### src/hdl/svmc_pkg.sv
// package: register map and field layout of the supply monitor control block
package svmc_pkg;
    // register offsets on the plain register port
    localparam logic [3:0] SVMC_ADDR_WIDTH_DUMMY = 4'h0;
    localparam logic [3:0] POWER_CONTROL_REG_OFS      = 4'h0;
    localparam logic [3:0] POWER_CONTROL_REG_TWO_OFS  = 4'h1;
    localparam logic [3:0] COMPARATOR_CONTROL_REG_OFS = 4'h2;
    localparam logic [3:0] LEVEL_SELECT_REG_OFS       = 4'h3;
    localparam logic [3:0] IRQ_STATUS_REG_OFS         = 4'h4;
    localparam logic [3:0] IRQ_ENABLE_REG_OFS         = 4'h5;

    // power_control_reg fields
    localparam int COMPARATOR_ENABLE_BIT = 2;
    localparam int DETECTOR_ENABLE_BIT   = 5;
    // power_control_reg_two fields
    localparam int DETECTOR_STATUS_BIT   = 6;
    // level select register fields
    localparam int BIAS_RANGE_LOW_BIT    = 4;
    localparam int BIAS_RANGE_HIGH_BIT   = 5;
    // irq status / enable fields
    localparam int LOW_VOLT_FLAG_BIT     = 0;
    localparam int CMP_CHANGE_FLAG_BIT   = 1;
    localparam int LOW_VOLT_IE_BIT       = 0;
    localparam int GLOBAL_IE_BIT         = 1;

    // source select encodings
    localparam logic [1:0] NONINV_PIN_B1   = 2'h0;
    localparam logic [1:0] NONINV_PIN_B4   = 2'h1;
    localparam logic [1:0] NONINV_DIVIDER  = 2'h2;
    localparam logic [1:0] INV_PIN_B2      = 2'h0;
    localparam logic [1:0] INV_PIN_B5      = 2'h1;
    localparam logic [1:0] INV_BANDGAP     = 2'h2;
    localparam logic [1:0] INV_DIVIDER     = 2'h3;

    // reset values
    localparam logic [7:0] POWER_CONTROL_RST = 8'h00;
    localparam logic [7:0] CMP_CONTROL_RST   = 8'h00;
    localparam logic [7:0] LEVEL_SELECT_RST  = 8'h00;
    localparam logic [7:0] IRQ_ENABLE_RST    = 8'h00;

    // unlisted detector level codes
    localparam logic [3:0] LEVEL_CODE_NONE_A = 4'h0;
    localparam logic [3:0] LEVEL_CODE_NONE_B = 4'h9;
endpackage

### src/hdl/svmc_ctrl.sv
// supply voltage monitor control: registers, comparator sync, detector and irq flags
//
// Added by the designer: the strobed register port and the address map.
`timescale 1ns/1ps

module svmc_ctrl #(
    parameter int ADDR_W = 4
) (
    input  wire logic              clk_sys_in,
    input  wire logic              rstn_in,
    input  wire logic [ADDR_W-1:0] reg_addr_in,
    input  wire logic [7:0]        reg_wdata_in,
    input  wire logic              reg_wr_in,
    input  wire logic              reg_rd_in,
    output logic      [7:0]        reg_rdata_out,
    input  wire logic              halt_mode_in,
    input  wire logic              cmp_raw_in,
    output logic                   comparator_enable_out,
    output logic                   detector_enable_out,
    output logic      [1:0]        noninv_source_select_out,
    output logic      [1:0]        inv_source_select_out,
    output logic                   bias_range_high_out,
    output logic                   bias_range_low_out,
    output logic      [3:0]        level_select_out,
    output logic                   level_valid_out,
    output logic                   monitor_mode_out,
    output logic                   irq_request_out
);
    import svmc_pkg::*;

    logic [7:0] power_control_q;
    logic [7:0] cmp_control_q;
    logic [7:0] level_select_q;
    logic [7:0] irq_enable_q;
    logic       cmp_meta_q;
    logic       cmp_sync_q;
    logic       cmp_prev_q;
    logic       low_volt_irq_flag_q;
    logic       cmp_change_flag_q;
    logic [7:0] rdata_q;
    logic       cmp_active;
    logic       detector_level;
    logic       lv_event;
    logic       cmp_event;
    logic       wr_status;
    logic [7:0] rd_mux;

    function automatic logic hit(input logic [ADDR_W-1:0] a, input logic [3:0] ofs);
        hit = (a == ADDR_W'(ofs));
    endfunction

    // software-writable control registers
    always_ff @(posedge clk_sys_in or negedge rstn_in) begin
        if (!rstn_in) begin
            power_control_q <= POWER_CONTROL_RST;
            cmp_control_q   <= CMP_CONTROL_RST;
            level_select_q  <= LEVEL_SELECT_RST;
            irq_enable_q    <= IRQ_ENABLE_RST;
        end else if (reg_wr_in) begin
            if (hit(reg_addr_in, POWER_CONTROL_REG_OFS)) begin
                power_control_q <= reg_wdata_in;
            end
            if (hit(reg_addr_in, COMPARATOR_CONTROL_REG_OFS)) begin
                cmp_control_q <= {4'h0, reg_wdata_in[3:0]};
            end
            if (hit(reg_addr_in, LEVEL_SELECT_REG_OFS)) begin
                level_select_q <= {2'h0, reg_wdata_in[5:0]};
            end
            if (hit(reg_addr_in, IRQ_ENABLE_REG_OFS)) begin
                irq_enable_q <= {6'h00, reg_wdata_in[1:0]};
            end
        end
    end

    // halt overrides software enable
    assign cmp_active = power_control_q[COMPARATOR_ENABLE_BIT] & ~halt_mode_in;

    assign comparator_enable_out    = cmp_active;
    assign detector_enable_out      = power_control_q[DETECTOR_ENABLE_BIT];
    assign noninv_source_select_out = cmp_control_q[3:2];
    assign inv_source_select_out    = cmp_control_q[1:0];
    assign bias_range_high_out      = level_select_q[BIAS_RANGE_HIGH_BIT];
    assign bias_range_low_out       = level_select_q[BIAS_RANGE_LOW_BIT];
    assign level_select_out         = level_select_q[3:0];
    // unlisted codes still drive the divider; only flagged on level_valid_out, which no register reads back
    assign level_valid_out = (level_select_q[3:0] != LEVEL_CODE_NONE_A) &&
                             (level_select_q[3:0] != LEVEL_CODE_NONE_B);
    // divider on plus, bandgap on minus: result 1 above threshold, 0 below
    assign monitor_mode_out = (cmp_control_q[3:2] == NONINV_DIVIDER) &&
                              (cmp_control_q[1:0] == INV_BANDGAP);

    // analog result is asynchronous; first flop feeds only the second
    always_ff @(posedge clk_sys_in or negedge rstn_in) begin
        if (!rstn_in) begin
            cmp_meta_q <= 1'b0;
            cmp_sync_q <= 1'b0;
        end else begin
            cmp_meta_q <= cmp_raw_in;
            cmp_sync_q <= cmp_meta_q;
        end
    end

    // detector output follows result while detector and comparator are both on; idles high so no false drop
    assign detector_level = (power_control_q[DETECTOR_ENABLE_BIT] && cmp_active) ?
                            cmp_sync_q : 1'b1;

    always_ff @(posedge clk_sys_in or negedge rstn_in) begin
        if (!rstn_in) begin
            cmp_prev_q <= 1'b1;
        end else begin
            cmp_prev_q <= detector_level;
        end
    end

    assign lv_event  = cmp_prev_q & ~detector_level;
    assign cmp_event = cmp_prev_q ^ detector_level;
    assign wr_status = reg_wr_in & hit(reg_addr_in, IRQ_STATUS_REG_OFS);

    // sticky flags: set beats a same-cycle software clear
    always_ff @(posedge clk_sys_in or negedge rstn_in) begin
        if (!rstn_in) begin
            low_volt_irq_flag_q <= 1'b0;
        end else if (lv_event && irq_enable_q[LOW_VOLT_IE_BIT]) begin
            low_volt_irq_flag_q <= 1'b1;
        end else if (wr_status && !reg_wdata_in[LOW_VOLT_FLAG_BIT]) begin
            low_volt_irq_flag_q <= 1'b0;
        end
    end

    always_ff @(posedge clk_sys_in or negedge rstn_in) begin
        if (!rstn_in) begin
            cmp_change_flag_q <= 1'b0;
        end else if (cmp_event) begin
            cmp_change_flag_q <= 1'b1;
        end else if (wr_status && !reg_wdata_in[CMP_CHANGE_FLAG_BIT]) begin
            cmp_change_flag_q <= 1'b0;
        end
    end

    // both enables needed before the cpu is diverted
    assign irq_request_out = (low_volt_irq_flag_q | cmp_change_flag_q) &
                             irq_enable_q[LOW_VOLT_IE_BIT] &
                             irq_enable_q[GLOBAL_IE_BIT];

    always_comb begin
        rd_mux = 8'h00;
        case (reg_addr_in)
            ADDR_W'(POWER_CONTROL_REG_OFS):      rd_mux = power_control_q;
            ADDR_W'(POWER_CONTROL_REG_TWO_OFS): begin
                rd_mux[DETECTOR_STATUS_BIT] = detector_level;
            end
            ADDR_W'(COMPARATOR_CONTROL_REG_OFS): rd_mux = cmp_control_q;
            ADDR_W'(LEVEL_SELECT_REG_OFS):       rd_mux = level_select_q;
            ADDR_W'(IRQ_STATUS_REG_OFS): begin
                rd_mux[LOW_VOLT_FLAG_BIT]   = low_volt_irq_flag_q;
                rd_mux[CMP_CHANGE_FLAG_BIT] = cmp_change_flag_q;
            end
            ADDR_W'(IRQ_ENABLE_REG_OFS):         rd_mux = irq_enable_q;
            default:                             rd_mux = 8'h00;
        endcase
    end

    always_ff @(posedge clk_sys_in or negedge rstn_in) begin
        if (!rstn_in) begin
            rdata_q <= 8'h00;
        end else if (reg_rd_in) begin
            rdata_q <= rd_mux;
        end else begin
            rdata_q <= 8'h00;
        end
    end

    assign reg_rdata_out = rdata_q;
endmodule

### config.mk
export PLATFORM = sky130hd
export DESIGN_NAME = svmc_ctrl
export DESIGN_NICKNAME = d
export VERILOG_FILES = /design/src/hdl/svmc_pkg.sv /design/src/hdl/svmc_ctrl.sv
export SDC_FILE = /design/constraint.sdc
export NUM_CORES = 1
export LEC_CHECK = 0
export BUFFER_PORTS_ARGS = -buffer_cell sky130_fd_sc_hd__buf_2
export CAP_MARGIN = 10
export CORE_MARGIN = 2
export CORE_UTILIZATION = 35
export DETAILED_ROUTE_END_ITERATION = 6
export MAX_ROUTING_LAYER = met4
export PLACE_DENSITY = 0.69
export SYNTH_ARGS = -nofsm -noshare
export SYNTH_HDL_FRONTEND = slang
export SYNTH_SLANG_ARGS = --single-unit
### constraint.sdc
create_clock -name clk_sys_in -period 1.1 [get_ports clk_sys_in]
set_input_delay 0.22 -clock clk_sys_in [delete_from_list [all_inputs] [get_ports clk_sys_in]]
set_output_delay 0.22 -clock clk_sys_in [all_outputs]
set_load 0.01 [all_outputs]
==> flow_summary_export.csv, run 1 <==
group,metric,value,unit
grt,grt_max_degree,18,
timing,hold_viol_final,0,
power_and_ir_drop,p_comb_share,36.1,%
run_status,violations,"negative setup slack",
final_layout,antenna_cells,0,
worst_setup_path,arrival,1300,ps
power_and_ir_drop,swShare,27.33,%
timing,post-route-min-period,1524,ps
logic_synthesis,yosys_warnings,0,
route,antenna_left,0,
power_and_ir_drop,p_seq_share,40.5,%
worst_setup_path,required,880,ps
logic_synthesis,synth_cell_types,34,
logic_synthesis,ys_top_cells_by_count,"32 x dfrtp_1, 14 x mux2_4, 11 x mux2_1, 8 x nand2_1",
route,drtIter0Drc,25,
logic_synthesis,synth_largest_area_cell,"dfrtp_1",
hold_path,hp-class,"input pin to flop",
timing,maxSlewHeadroom,82.65,%
logic_synthesis,syn-cell-area,0.001538,sq mm
logic_synthesis,synth_area_leaders,"dfrtp_1 52%, mux2_4 14%, mux2_1 8.1%",
timing,worst_slew_pin_slew,258.9,ps
route,drc,0,
grt,antenna_found_initial,0,
logic_synthesis,synthCells,107,
die,fp.dieH,70.29,um
cts,clock_path_buffers,2,
timing,finalSetupViolCount,21,
logic_synthesis,postSynthAreaPerCell,14.37,sq um
timing,rsz0062_at_grt,"yes",
cts,clock_latency,280,ps
worst_setup_path,path_class,"flop to primary output",
cts,path_clk_slew,70,ps
route,vias,1166,
flow_run,maxCapViolCount,0,
die,dieArea,0.004940,sq mm
die,ios,41,
final_layout,utilization,54.90,%
timing,setup_slack,-423.8,ps
grt,grt_pass1_wl,6430,um
worst_setup_path,cp_max_fo,2,
logic_synthesis,yosysMostFrequentCell,"dfrtp_1",
power_and_ir_drop,internal_power,2.857,mW
logic_synthesis,synth_seq_area_share,53.78,%
logic_synthesis,synth_edf_count,0,
logic_synthesis,syn-num-nets,126,
route,wl_per_cell,16.10,um
die,die_w,70.29,um
cts,cts_buffers,5,
timing,slew_viol_final,0,
timing,skew,5.838,ps
placement,dpl.hpwl,2708,um
final_layout,area_delta_synth_final,53.30,%
worst_setup_path,start_kind,"flop",
logic_synthesis,synth_seq_cells,33,
cts,cts-htree-levels,2,
power_and_ir_drop,leakage,1.184,nW
grt,grt.total_usage,17.52,%
grt,gr-total-overflow,0,
placement,dp_cells,220,
route,first_pass_iters,4,
cts,cts_root_buf,"clkbuf_8",
final_layout,regArea,827.0,sq um
logic_synthesis,synth_flop_cell,"dfrtp_1",
die,num_rows,24,
die,core,0.004294,sq mm
final_layout,fin_nets,208,
power_and_ir_drop,switchingPower,1.075,mW
final_layout,fillers,375,
route,wl,3896,um
power_and_ir_drop,power_density,1668,mW/mm^2
worst_setup_path,r2r_slack,-330,ps
power_and_ir_drop,power_frac_clock,23.4,%
grt,grt_pass1_vias,1299,
timing,fmax,0.6563,GHz
die,initial_core_util,35.81,%
logic_synthesis,synth-async-reset-ratio,100.0,%
cts,cts_sinks,33,
timing,post-route-period-util,138.5,%
placement,io_buffers,40,
final_layout,stdcell_count,242,
route,via_per_inst,4.818,
logic_synthesis,synth_top_area_share,52.07,%
cts,cts_tree,"yes",
placement,routabilityCongestion,0.8370,
worst_setup_path,critPathCaptureType,"primary output",
run_status,status,"finished with violations",
power_and_ir_drop,irDropWorstVdd,0.0007418,V
final_layout,drive_above_1_share,62.11,%
final_layout,multiInputGateArea,755.7,sq um
metrics by stage:
step	instance area (sq um)	setup TNS (ps)	total power, mW	setup WS (ps)	hold slack, ps
finish	2357	-3511	3.932	-423.8	37.35
global route	2357	-4269	4.121	-450.7	30.96
CTS	2303	-3013	3.835	-422.8	36.56
detailed placement	1979	-4474	2.540	-214.5	96.92
global placement	1979	-3934	2.501	-185.1	88.27
floorplan	1555	-1074	2.062	-123.5	-75.59
worst paths after layout:
kind / startpoint / end / cells past startpoint
max reg2reg: level_select_q[3] / reg_rdata_out[3] / 7
max: level_select_q[0] / level_valid_out / 3
max in group asynchronous: rstn_in / low_volt_irq_flag_q / 3
min: cmp_raw_in / cmp_meta_q / 1
min reg2reg: cmp_meta_q / cmp_sync_q / 0
min in group asynchronous: rstn_in / level_select_q[4] / 2
cells by family after synthesis:
kind of cell / share of synthesized area, %
flip-flops: 53.78
AND/OR/NAND/NOR: 14.00
multiplexers: 22.46
AO/OA/AOI/OAI: 5.939
buffers and inverters: 2.441
XOR/XNOR: 0.5697
adder cells (fa/ha/maj): 0.8135
placed cells by master (no fill, tap or decap), types with 2 or more instances in the layout:
cell type and n:
a21oi_1 4, buf_4 23, nor2_1 4, a22oi_2 2, dfrtp_1 32, mux2_1 7, a32oi_1 2, inv_1 2
buf_6 23, nand3_1 2, mux2_4 18, nand4b_1 2, clkbuf_8 6, nand2_1 8, buf_2 30, clkbuf_1 2
power groups by stage:
stage,Combinational [mW],Clock (mW),Sequential (mW)
floorplan,0.436,0,1.63
global placement,0.907,0,1.59
detailed placement,0.931,0,1.61
CTS,1.32,0.930,1.59
global route,1.51,0.995,1.61
finish,1.42,0.919,1.59
state kept, by name (all words and copies together), names as in the netlist:
name                 flops
low_volt_irq_flag_q      1
irq_enable_q             2
cmp_prev_q               1
cmp_meta_q               1
cmp_sync_q               1
cmp_control_q            4
reg_rdata_out            8
cmp_change_flag_q        1
level_select_q           6
power_control_q          8
metal layers:
metal	routed length [um]	GRT usage [%]
met1	1714	21.44
met2	1930	28.09
met3	174	3.463
met4	77	7.692
met5	0	-
what timing repair did:
| action | CTS | global route |
|---|---|---|
| cloned | 0 | 0 |
| pin swaps | 6 | 5 |
| endpoints found under the setup margin | 18 | 20 |
| endpoints found under the hold margin | 7 | 0 |
| setup buffers | 10 | 4 |
| gates resized for setup | 29 | 7 |
| hold buffers | 1 | 0 |
worst max-delay path: stages (launching register included):
cell,delay (ps)
dfrtp_1,400
xor2_1,170
or3_4,340
buf_6,130
area by class of cell:
cell class | count | area share, %
multi-input cells | 69 | 32.06
well taps | 52 | 2.760
repair buffers | 78 | 25.96
clock buffers | 8 | 3.822
flip-flops and latches | 33 | 35.08
inverters | 2 | 0.3185
Note: power is estimated with default switching activity, not from simulation.
==> inputs of run 2 (changes only) <==
==> constraint.sdc (replaced) <==
create_clock -name clk_sys_in -period 1.1 [get_ports clk_sys_in]
set_input_delay 0.11 -clock clk_sys_in [delete_from_list [all_inputs] [get_ports clk_sys_in]]
set_output_delay 0.11 -clock clk_sys_in [all_outputs]
set_load 0.01 [all_outputs]
==> run 2 against run 1 <==
Effect of this change: the run still ends with negative setup slack left; first-iteration DRC count up 84%; hold slack better by 32 ps; largest cell class unchanged; core utilization down 1.2 points; final area down 2.1%; count of clock-buffer cells in the layout down 2; non-clock buffer count down 2.
==> flow_summary_export.csv, run 2 (same netlist as run 1, synthesis figures left out) <==
group,metric,value,unit
die,die_w,70.29,um
timing,post-route-period-util,125.7,%
route,antenna_left,0,
timing,holdWs,69.19,ps
timing,maxSlewHeadroom,71.96,%
placement,dpl.hpwl,2862,um
worst_setup_path,critPathCaptureType,"primary output",
power_and_ir_drop,power_density,1743,mW/mm^2
grt,grt_pass1_wl,6375,um
die,core,0.004294,sq mm
final_layout,antenna_cells,0,
cts,cts_buffers,5,
route,drc,0,
worst_setup_path,r2r-start,"level_select_q[0]",
cts,cts-htree-levels,2,
power_and_ir_drop,p_comb_share,30.9,%
timing,setup_slack,-282.4,ps
worst_setup_path,cp_max_fo,2,
timing,rsz0062_at_grt,"yes",
timing,worst_slew_pin_slew,420.6,ps
timing,finalSetupViolCount,13,
grt,met2_usage,28.83,%
power_and_ir_drop,leakage,1.166,nW
die,dieArea,0.004940,sq mm
grt,grt_pass1_vias,1301,
power_and_ir_drop,internal_power,2.955,mW
worst_setup_path,start_kind,"flop",
cts,clock_latency,280,ps
worst_setup_path,slowest_stage,"dfrtp_1",
hold_path,holdPathStages,2,
die,fp.dieH,70.29,um
run_status,status,"finished with violations",
final_layout,utilization,53.73,%
route,drtIter0Drc,46,
grt,use_met1,19.72,%
worst_setup_path,slowest_delay,400,ps
cts,cts_tree,"yes",
final_layout,final_cell_mix,"36 x buf_2, 32 x dfrtp_1, 26 x buf_4, 21 x mux2_4, 12 x buf_6",
worst_setup_path,path_class,"flop to primary output",
route,wl,3955,um
worst_setup_path,r2r_slack,-190,ps
hold_path,hp-class,"input pin to flop",
hold_path,holdPathEnd,"power_control_q[7]",
route,vias,1198,
final_layout,layout_commonest_cell,"buf_2",
worst_setup_path,required,990,ps
grt,busiest_layer,"met2",
placement,routabilityCongestion,0.9318,
worst_setup_path,reg2regPathDepth,5,
power_and_ir_drop,power_frac_clock,29.4,%
final_layout,drive_above_1_share,63.83,%
die,initial_core_util,35.81,%
final_layout,area_delta_synth_final,50.04,%
timing,post-route-min-period,1382,ps
worst_setup_path,cp_cell_sequence,"xor2_1 > or3_1 > buf_2",
grt,met3_usage,4.329,%
worst_setup_path,arrival,1270,ps
power_and_ir_drop,swShare,26.50,%
timing,skew,7.503,ps
grt,grt_max_degree,19,
cts,cts_sinks,33,
power_and_ir_drop,p_seq_share,39.7,%
cts,clock_path_buffers,2,
timing,hold_viol_final,0,
worst_setup_path,r2r-end,"reg_rdata_out[0]",
timing,fmax,0.7234,GHz
placement,io_buffers,40,
power_and_ir_drop,irDropWorstVdd,0.0005489,V
route,wl_per_cell,16.48,um
power_and_ir_drop,switchingPower,1.066,mW
cts,cts_root_buf,"clkbuf_8",
die,ios,41,
grt,gr-total-overflow,0,
die,num_rows,24,
cts,path_clk_slew,70,ps
route,via_per_inst,4.992,
grt,grt.total_usage,17.44,%
hold_path,hp-start,"reg_wdata_in[7]",
route,first_pass_iters,4,
timing,slew_viol_final,0,
final_layout,fin_nets,206,
grt,antenna_found_initial,0,
run_status,violations,"negative setup slack",
flow_run,maxCapViolCount,0,
==> run 2: cell count changes in the layout (fill, tap and decap cells not counted), moves of 2 or more <==
cell / before / now
buf_6: 23 / 12
buf_2: 30 / 36
buf_4: 23 / 26
mux2_1: 7 / 4
mux2_4: 18 / 21
clkbuf_1: 2 / 0
==> run 2: through the flow <==
step           setup WS (ps)  std cells  setup TNS [ps]  total power, mW  area (sq um)
4_1_cts               -291.0        237           -1228            3.949          2242
2_1_floorplan         -85.78        107          -274.3            2.075          1574
6_report              -282.4        240           -1454            4.021          2307
3_3_place_gp          -103.6        221           -1070            2.515          1993
3_5_place_dp          -171.5        221           -1439            2.549          1993
5_1_grt               -340.1        240           -1990            4.217          2307
==> run 2: worst max-delay path: cells and delay by family, from the launching register on <==
| kind | cells | cell delay (ps) |
|---|---|---|
| xor+xnor | 1 | 140 |
| buf+inv | 1 | 150 |
| flops | 1 | 400 |
| simple gates | 1 | 310 |
==> run 2: how the worst max path moves through the flow <==
| stage | startpoint | to | slack (ps) | cells after the start |
|---|---|---|---|---|
| floorplan | power_control_q[2] | low_volt_irq_flag_q | -90 | 4 |
| global placement | power_control_q[2] | reg_rdata_out[6] | -100 | 3 |
| detailed placement | power_control_q[2] | reg_rdata_out[6] | -170 | 3 |
| CTS | level_select_q[3] | level_valid_out | -290 | 3 |
| global route | level_select_q[3] | level_valid_out | -340 | 3 |
| finish | level_select_q[0] | level_valid_out | -280 | 3 |
==> run 2: what timing repair did <==
item | 4_1_cts | 5_1_grt
hold endpoints to repair | 16 | 0
hold buffers | 2 | 0
setup buffers | 6 | 6
setup endpoints to repair | 9 | 15
resized for setup | 12 | 11
pin swaps | 5 | 6
==> run 2: routing by layer <==
metal  wire length [um]  vias to the layer above
met5                  0                        -
met4                 89                        0
met3                136                       10
met2               2100                       31
met1               1628                      607
li1                   -                      550
==> run 2: power groups by stage <==
stage / logic, mW / clock network (mW) / registers [mW]
3_3_place_gp: 0.915 / 0 / 1.60
6_report: 1.24 / 1.18 / 1.60
5_1_grt: 1.33 / 1.27 / 1.62
3_5_place_dp: 0.941 / 0 / 1.61
4_1_cts: 1.15 / 1.21 / 1.59
2_1_floorplan: 0.447 / 0 / 1.63
==> run 2: final cells by class <==
cell class	count	area (sq um)
clock inverters	2	37.54
well taps	52	65.06
fillers	356	1987
multi-input cells	69	757.0
clock buffers	6	82.58
repair buffers	76	530.5
flip-flops and latches	33	827.0
inverters	2	7.507
==> inputs of run 3 (changes only) <==
--- a/constraint.sdc
+++ b/constraint.sdc
@@ -3,2 +3,2 @@
 set_output_delay 0.11 -clock clk_sys_in [all_outputs]
-set_load 0.01 [all_outputs]
+set_load 0.005 [all_outputs]
==> run 3 against run 2 <==
Effect of this change: the run still ends with negative setup slack left; maximum frequency is 0.89% higher; non-clock buffer count is 1 higher; clock skew down 0.77 ps; global-route usage decreased by 0.45 points; core utilization fell by 0.90 points; critical path depth did not move; setup slack gained 12 ps; sequential share of layout area grew 0.61 points; register-to-register slack improved by 30 ps; critical path type unchanged; largest cell class unchanged.
==> flow_summary_export.csv, run 3 (same netlist as run 1, synthesis figures left out) <==
group,metric,value,unit
timing,slew_viol_final,0,
die,fp.dieH,70.29,um
final_layout,area_delta_synth_final,47.52,%
power_and_ir_drop,p_comb_share,29.1,%
timing,hold_viol_final,0,
placement,routabilityCongestion,0.9092,
worst_setup_path,r2r-end,"reg_rdata_out[0]",
timing,maxSlewHeadroom,73.53,%
power_and_ir_drop,internal_power,2.901,mW
worst_setup_path,cp.depth,3,
grt,grt_pass1_wl,6299,um
worst_setup_path,reg2regPathDepth,4,
power_and_ir_drop,irDropWorstVdd,0.0005246,V
cts,cts-htree-levels,2,
timing,fmax,0.7298,GHz
cts,cts_tree,"yes",
power_and_ir_drop,p_seq_share,40.9,%
route,wl,3878,um
route,drtIter0Drc,67,
worst_setup_path,cp_cell_sequence,"xor2_1 > or3_1 > buf_2",
grt,antenna_found_initial,0,
power_and_ir_drop,power_density,1705,mW/mm^2
grt,gr-total-overflow,0,
worst_setup_path,arrival,1260,ps
worst_setup_path,r2r-start,"level_select_q[0]",
worst_setup_path,required,990,ps
power_and_ir_drop,swShare,25.01,%
worst_setup_path,critPathCaptureType,"primary output",
die,core,0.004294,sq mm
placement,io_buffers,40,
timing,post-route-min-period,1370,ps
final_layout,drive_above_1_share,61.38,%
cts,cts_root_buf,"clkbuf_8",
placement,dpl.hpwl,2830,um
cts,cts_buffers,5,
power_and_ir_drop,switchingPower,967.3,uW
hold_path,hp-start,"reg_wdata_in[7]",
power_and_ir_drop,power_frac_clock,30.0,%
worst_setup_path,cp-startpoint,"level_select_q[3]",
die,die_w,70.29,um
final_layout,design_area,0.002268,sq mm
run_status,status,"finished with violations",
route,first_pass_iters,4,
final_layout,fin_nets,207,
timing,finalSetupTns,-1370,ps
route,antenna_left,0,
worst_setup_path,r2r_slack,-160,ps
die,initial_core_util,35.81,%
route,drc,0,
final_layout,final_cell_mix,"38 x buf_2, 32 x dfrtp_1, 30 x buf_4, 20 x mux2_4, 8 x nand2_1",
grt,grt.total_usage,16.99,%
hold_path,holdPathEnd,"power_control_q[7]",
cts,path_clk_slew,70,ps
run_status,violations,"negative setup slack",
worst_setup_path,cp_max_fo,2,
timing,worst_slew_pin_slew,397.1,ps
cts,clock_latency,280,ps
route,wl_per_cell,16.09,um
die,ios,41,
timing,finalSetupViolCount,13,
flow_run,maxCapViolCount,0,
die,num_rows,24,
die,dieArea,0.004940,sq mm
hold_path,holdPathStages,2,
final_layout,antenna_cells,0,
power_and_ir_drop,finalPower,3.868,mW
timing,skew,6.737,ps
route,vias,1190,
timing,setup_slack,-270.2,ps
worst_setup_path,slowest_stage,"dfrtp_1",
placement,placed_cell_area,0.002008,sq mm
timing,post-route-period-util,124.6,%
worst_setup_path,path_buf_inv,1,
power_and_ir_drop,leakage,1.158,nW
grt,grt_pass1_vias,1293,
worst_setup_path,path_delay_family,"flip-flops",
hold_path,hp-class,"input pin to flop",
cts,clock_path_buffers,2,
timing,rsz0062_at_grt,"yes",
final_layout,layout_commonest_cell,"buf_2",
cts,cts_sinks,33,
route,via_per_inst,4.938,
worst_setup_path,slowest_delay,390,ps
worst_setup_path,path_class,"flop to primary output",
grt,grt_max_degree,18,
worst_setup_path,start_kind,"flop",
[run 3: changes by cell type in the layout (fill, tap and decap cells not counted), sizes merged]
cell      previous run  this run
clkinvlp             1         0
buf                 74        75
clkbuf               6         7
[run 3: timing repair]
item	CTS	global route
hold endpoints to repair	15	0
setup buffers	4	5
hold buffers	2	0
setup endpoints to repair	9	14
pin swaps	5	5
resized for setup	9	5
[run 3: worst register-to-register path, stage by stage (launching register included)]
cell and delay, ps:
dfrtp_1 400, buf_4 140, mux2_4 250, a32oi_1 210, a21oi_1 130
[run 3: power groups by stage]
stage	combinational, mW	sequential, mW	clock [mW]
after floorplan	0.435	1.59	0
after global placement	0.879	1.60	0
after detailed placement	0.909	1.60	0
after CTS	1.05	1.59	1.18
after global routing	1.21	1.61	1.23
final	1.12	1.58	1.16
[run 3: final cells by class]
type	instances	area (sq um)
fill	369	2026
sequential	33	827.0
multi-input combinational	69	738.2
timing repair buffer	77	514.2
clock buffer	7	86.33
tap	52	65.06
clock inverter	1	30.03
inverter	2	7.507
[run 3: how the worst max path moves through the flow]
stage	endpoint
after global routing	level_valid_out
after detailed placement	low_volt_irq_flag_q
after CTS	level_valid_out
after floorplan	low_volt_irq_flag_q
final	level_valid_out
after global placement	reg_rdata_out[6]
[run 3: per-stage QoR]
step	cells	util (%)	setup slack, ps	hold slack, ps
global route	241	52.83	-344.9	61.61
CTS	237	51.75	-300.5	58.65
detailed placement	223	46.77	-112.6	59.97
global placement	223	46.77	-101.2	48.46
floorplan	107	-	-74.39	-185.6
finish	241	52.83	-270.2	64.09
[run 3: layer usage]
layer  part of all wire (%)  GRT usage (%)
met4                    2.9          8.547
met1                     44          19.78
met2                     48          26.73
met5                      0              -
met3                    4.8          4.906
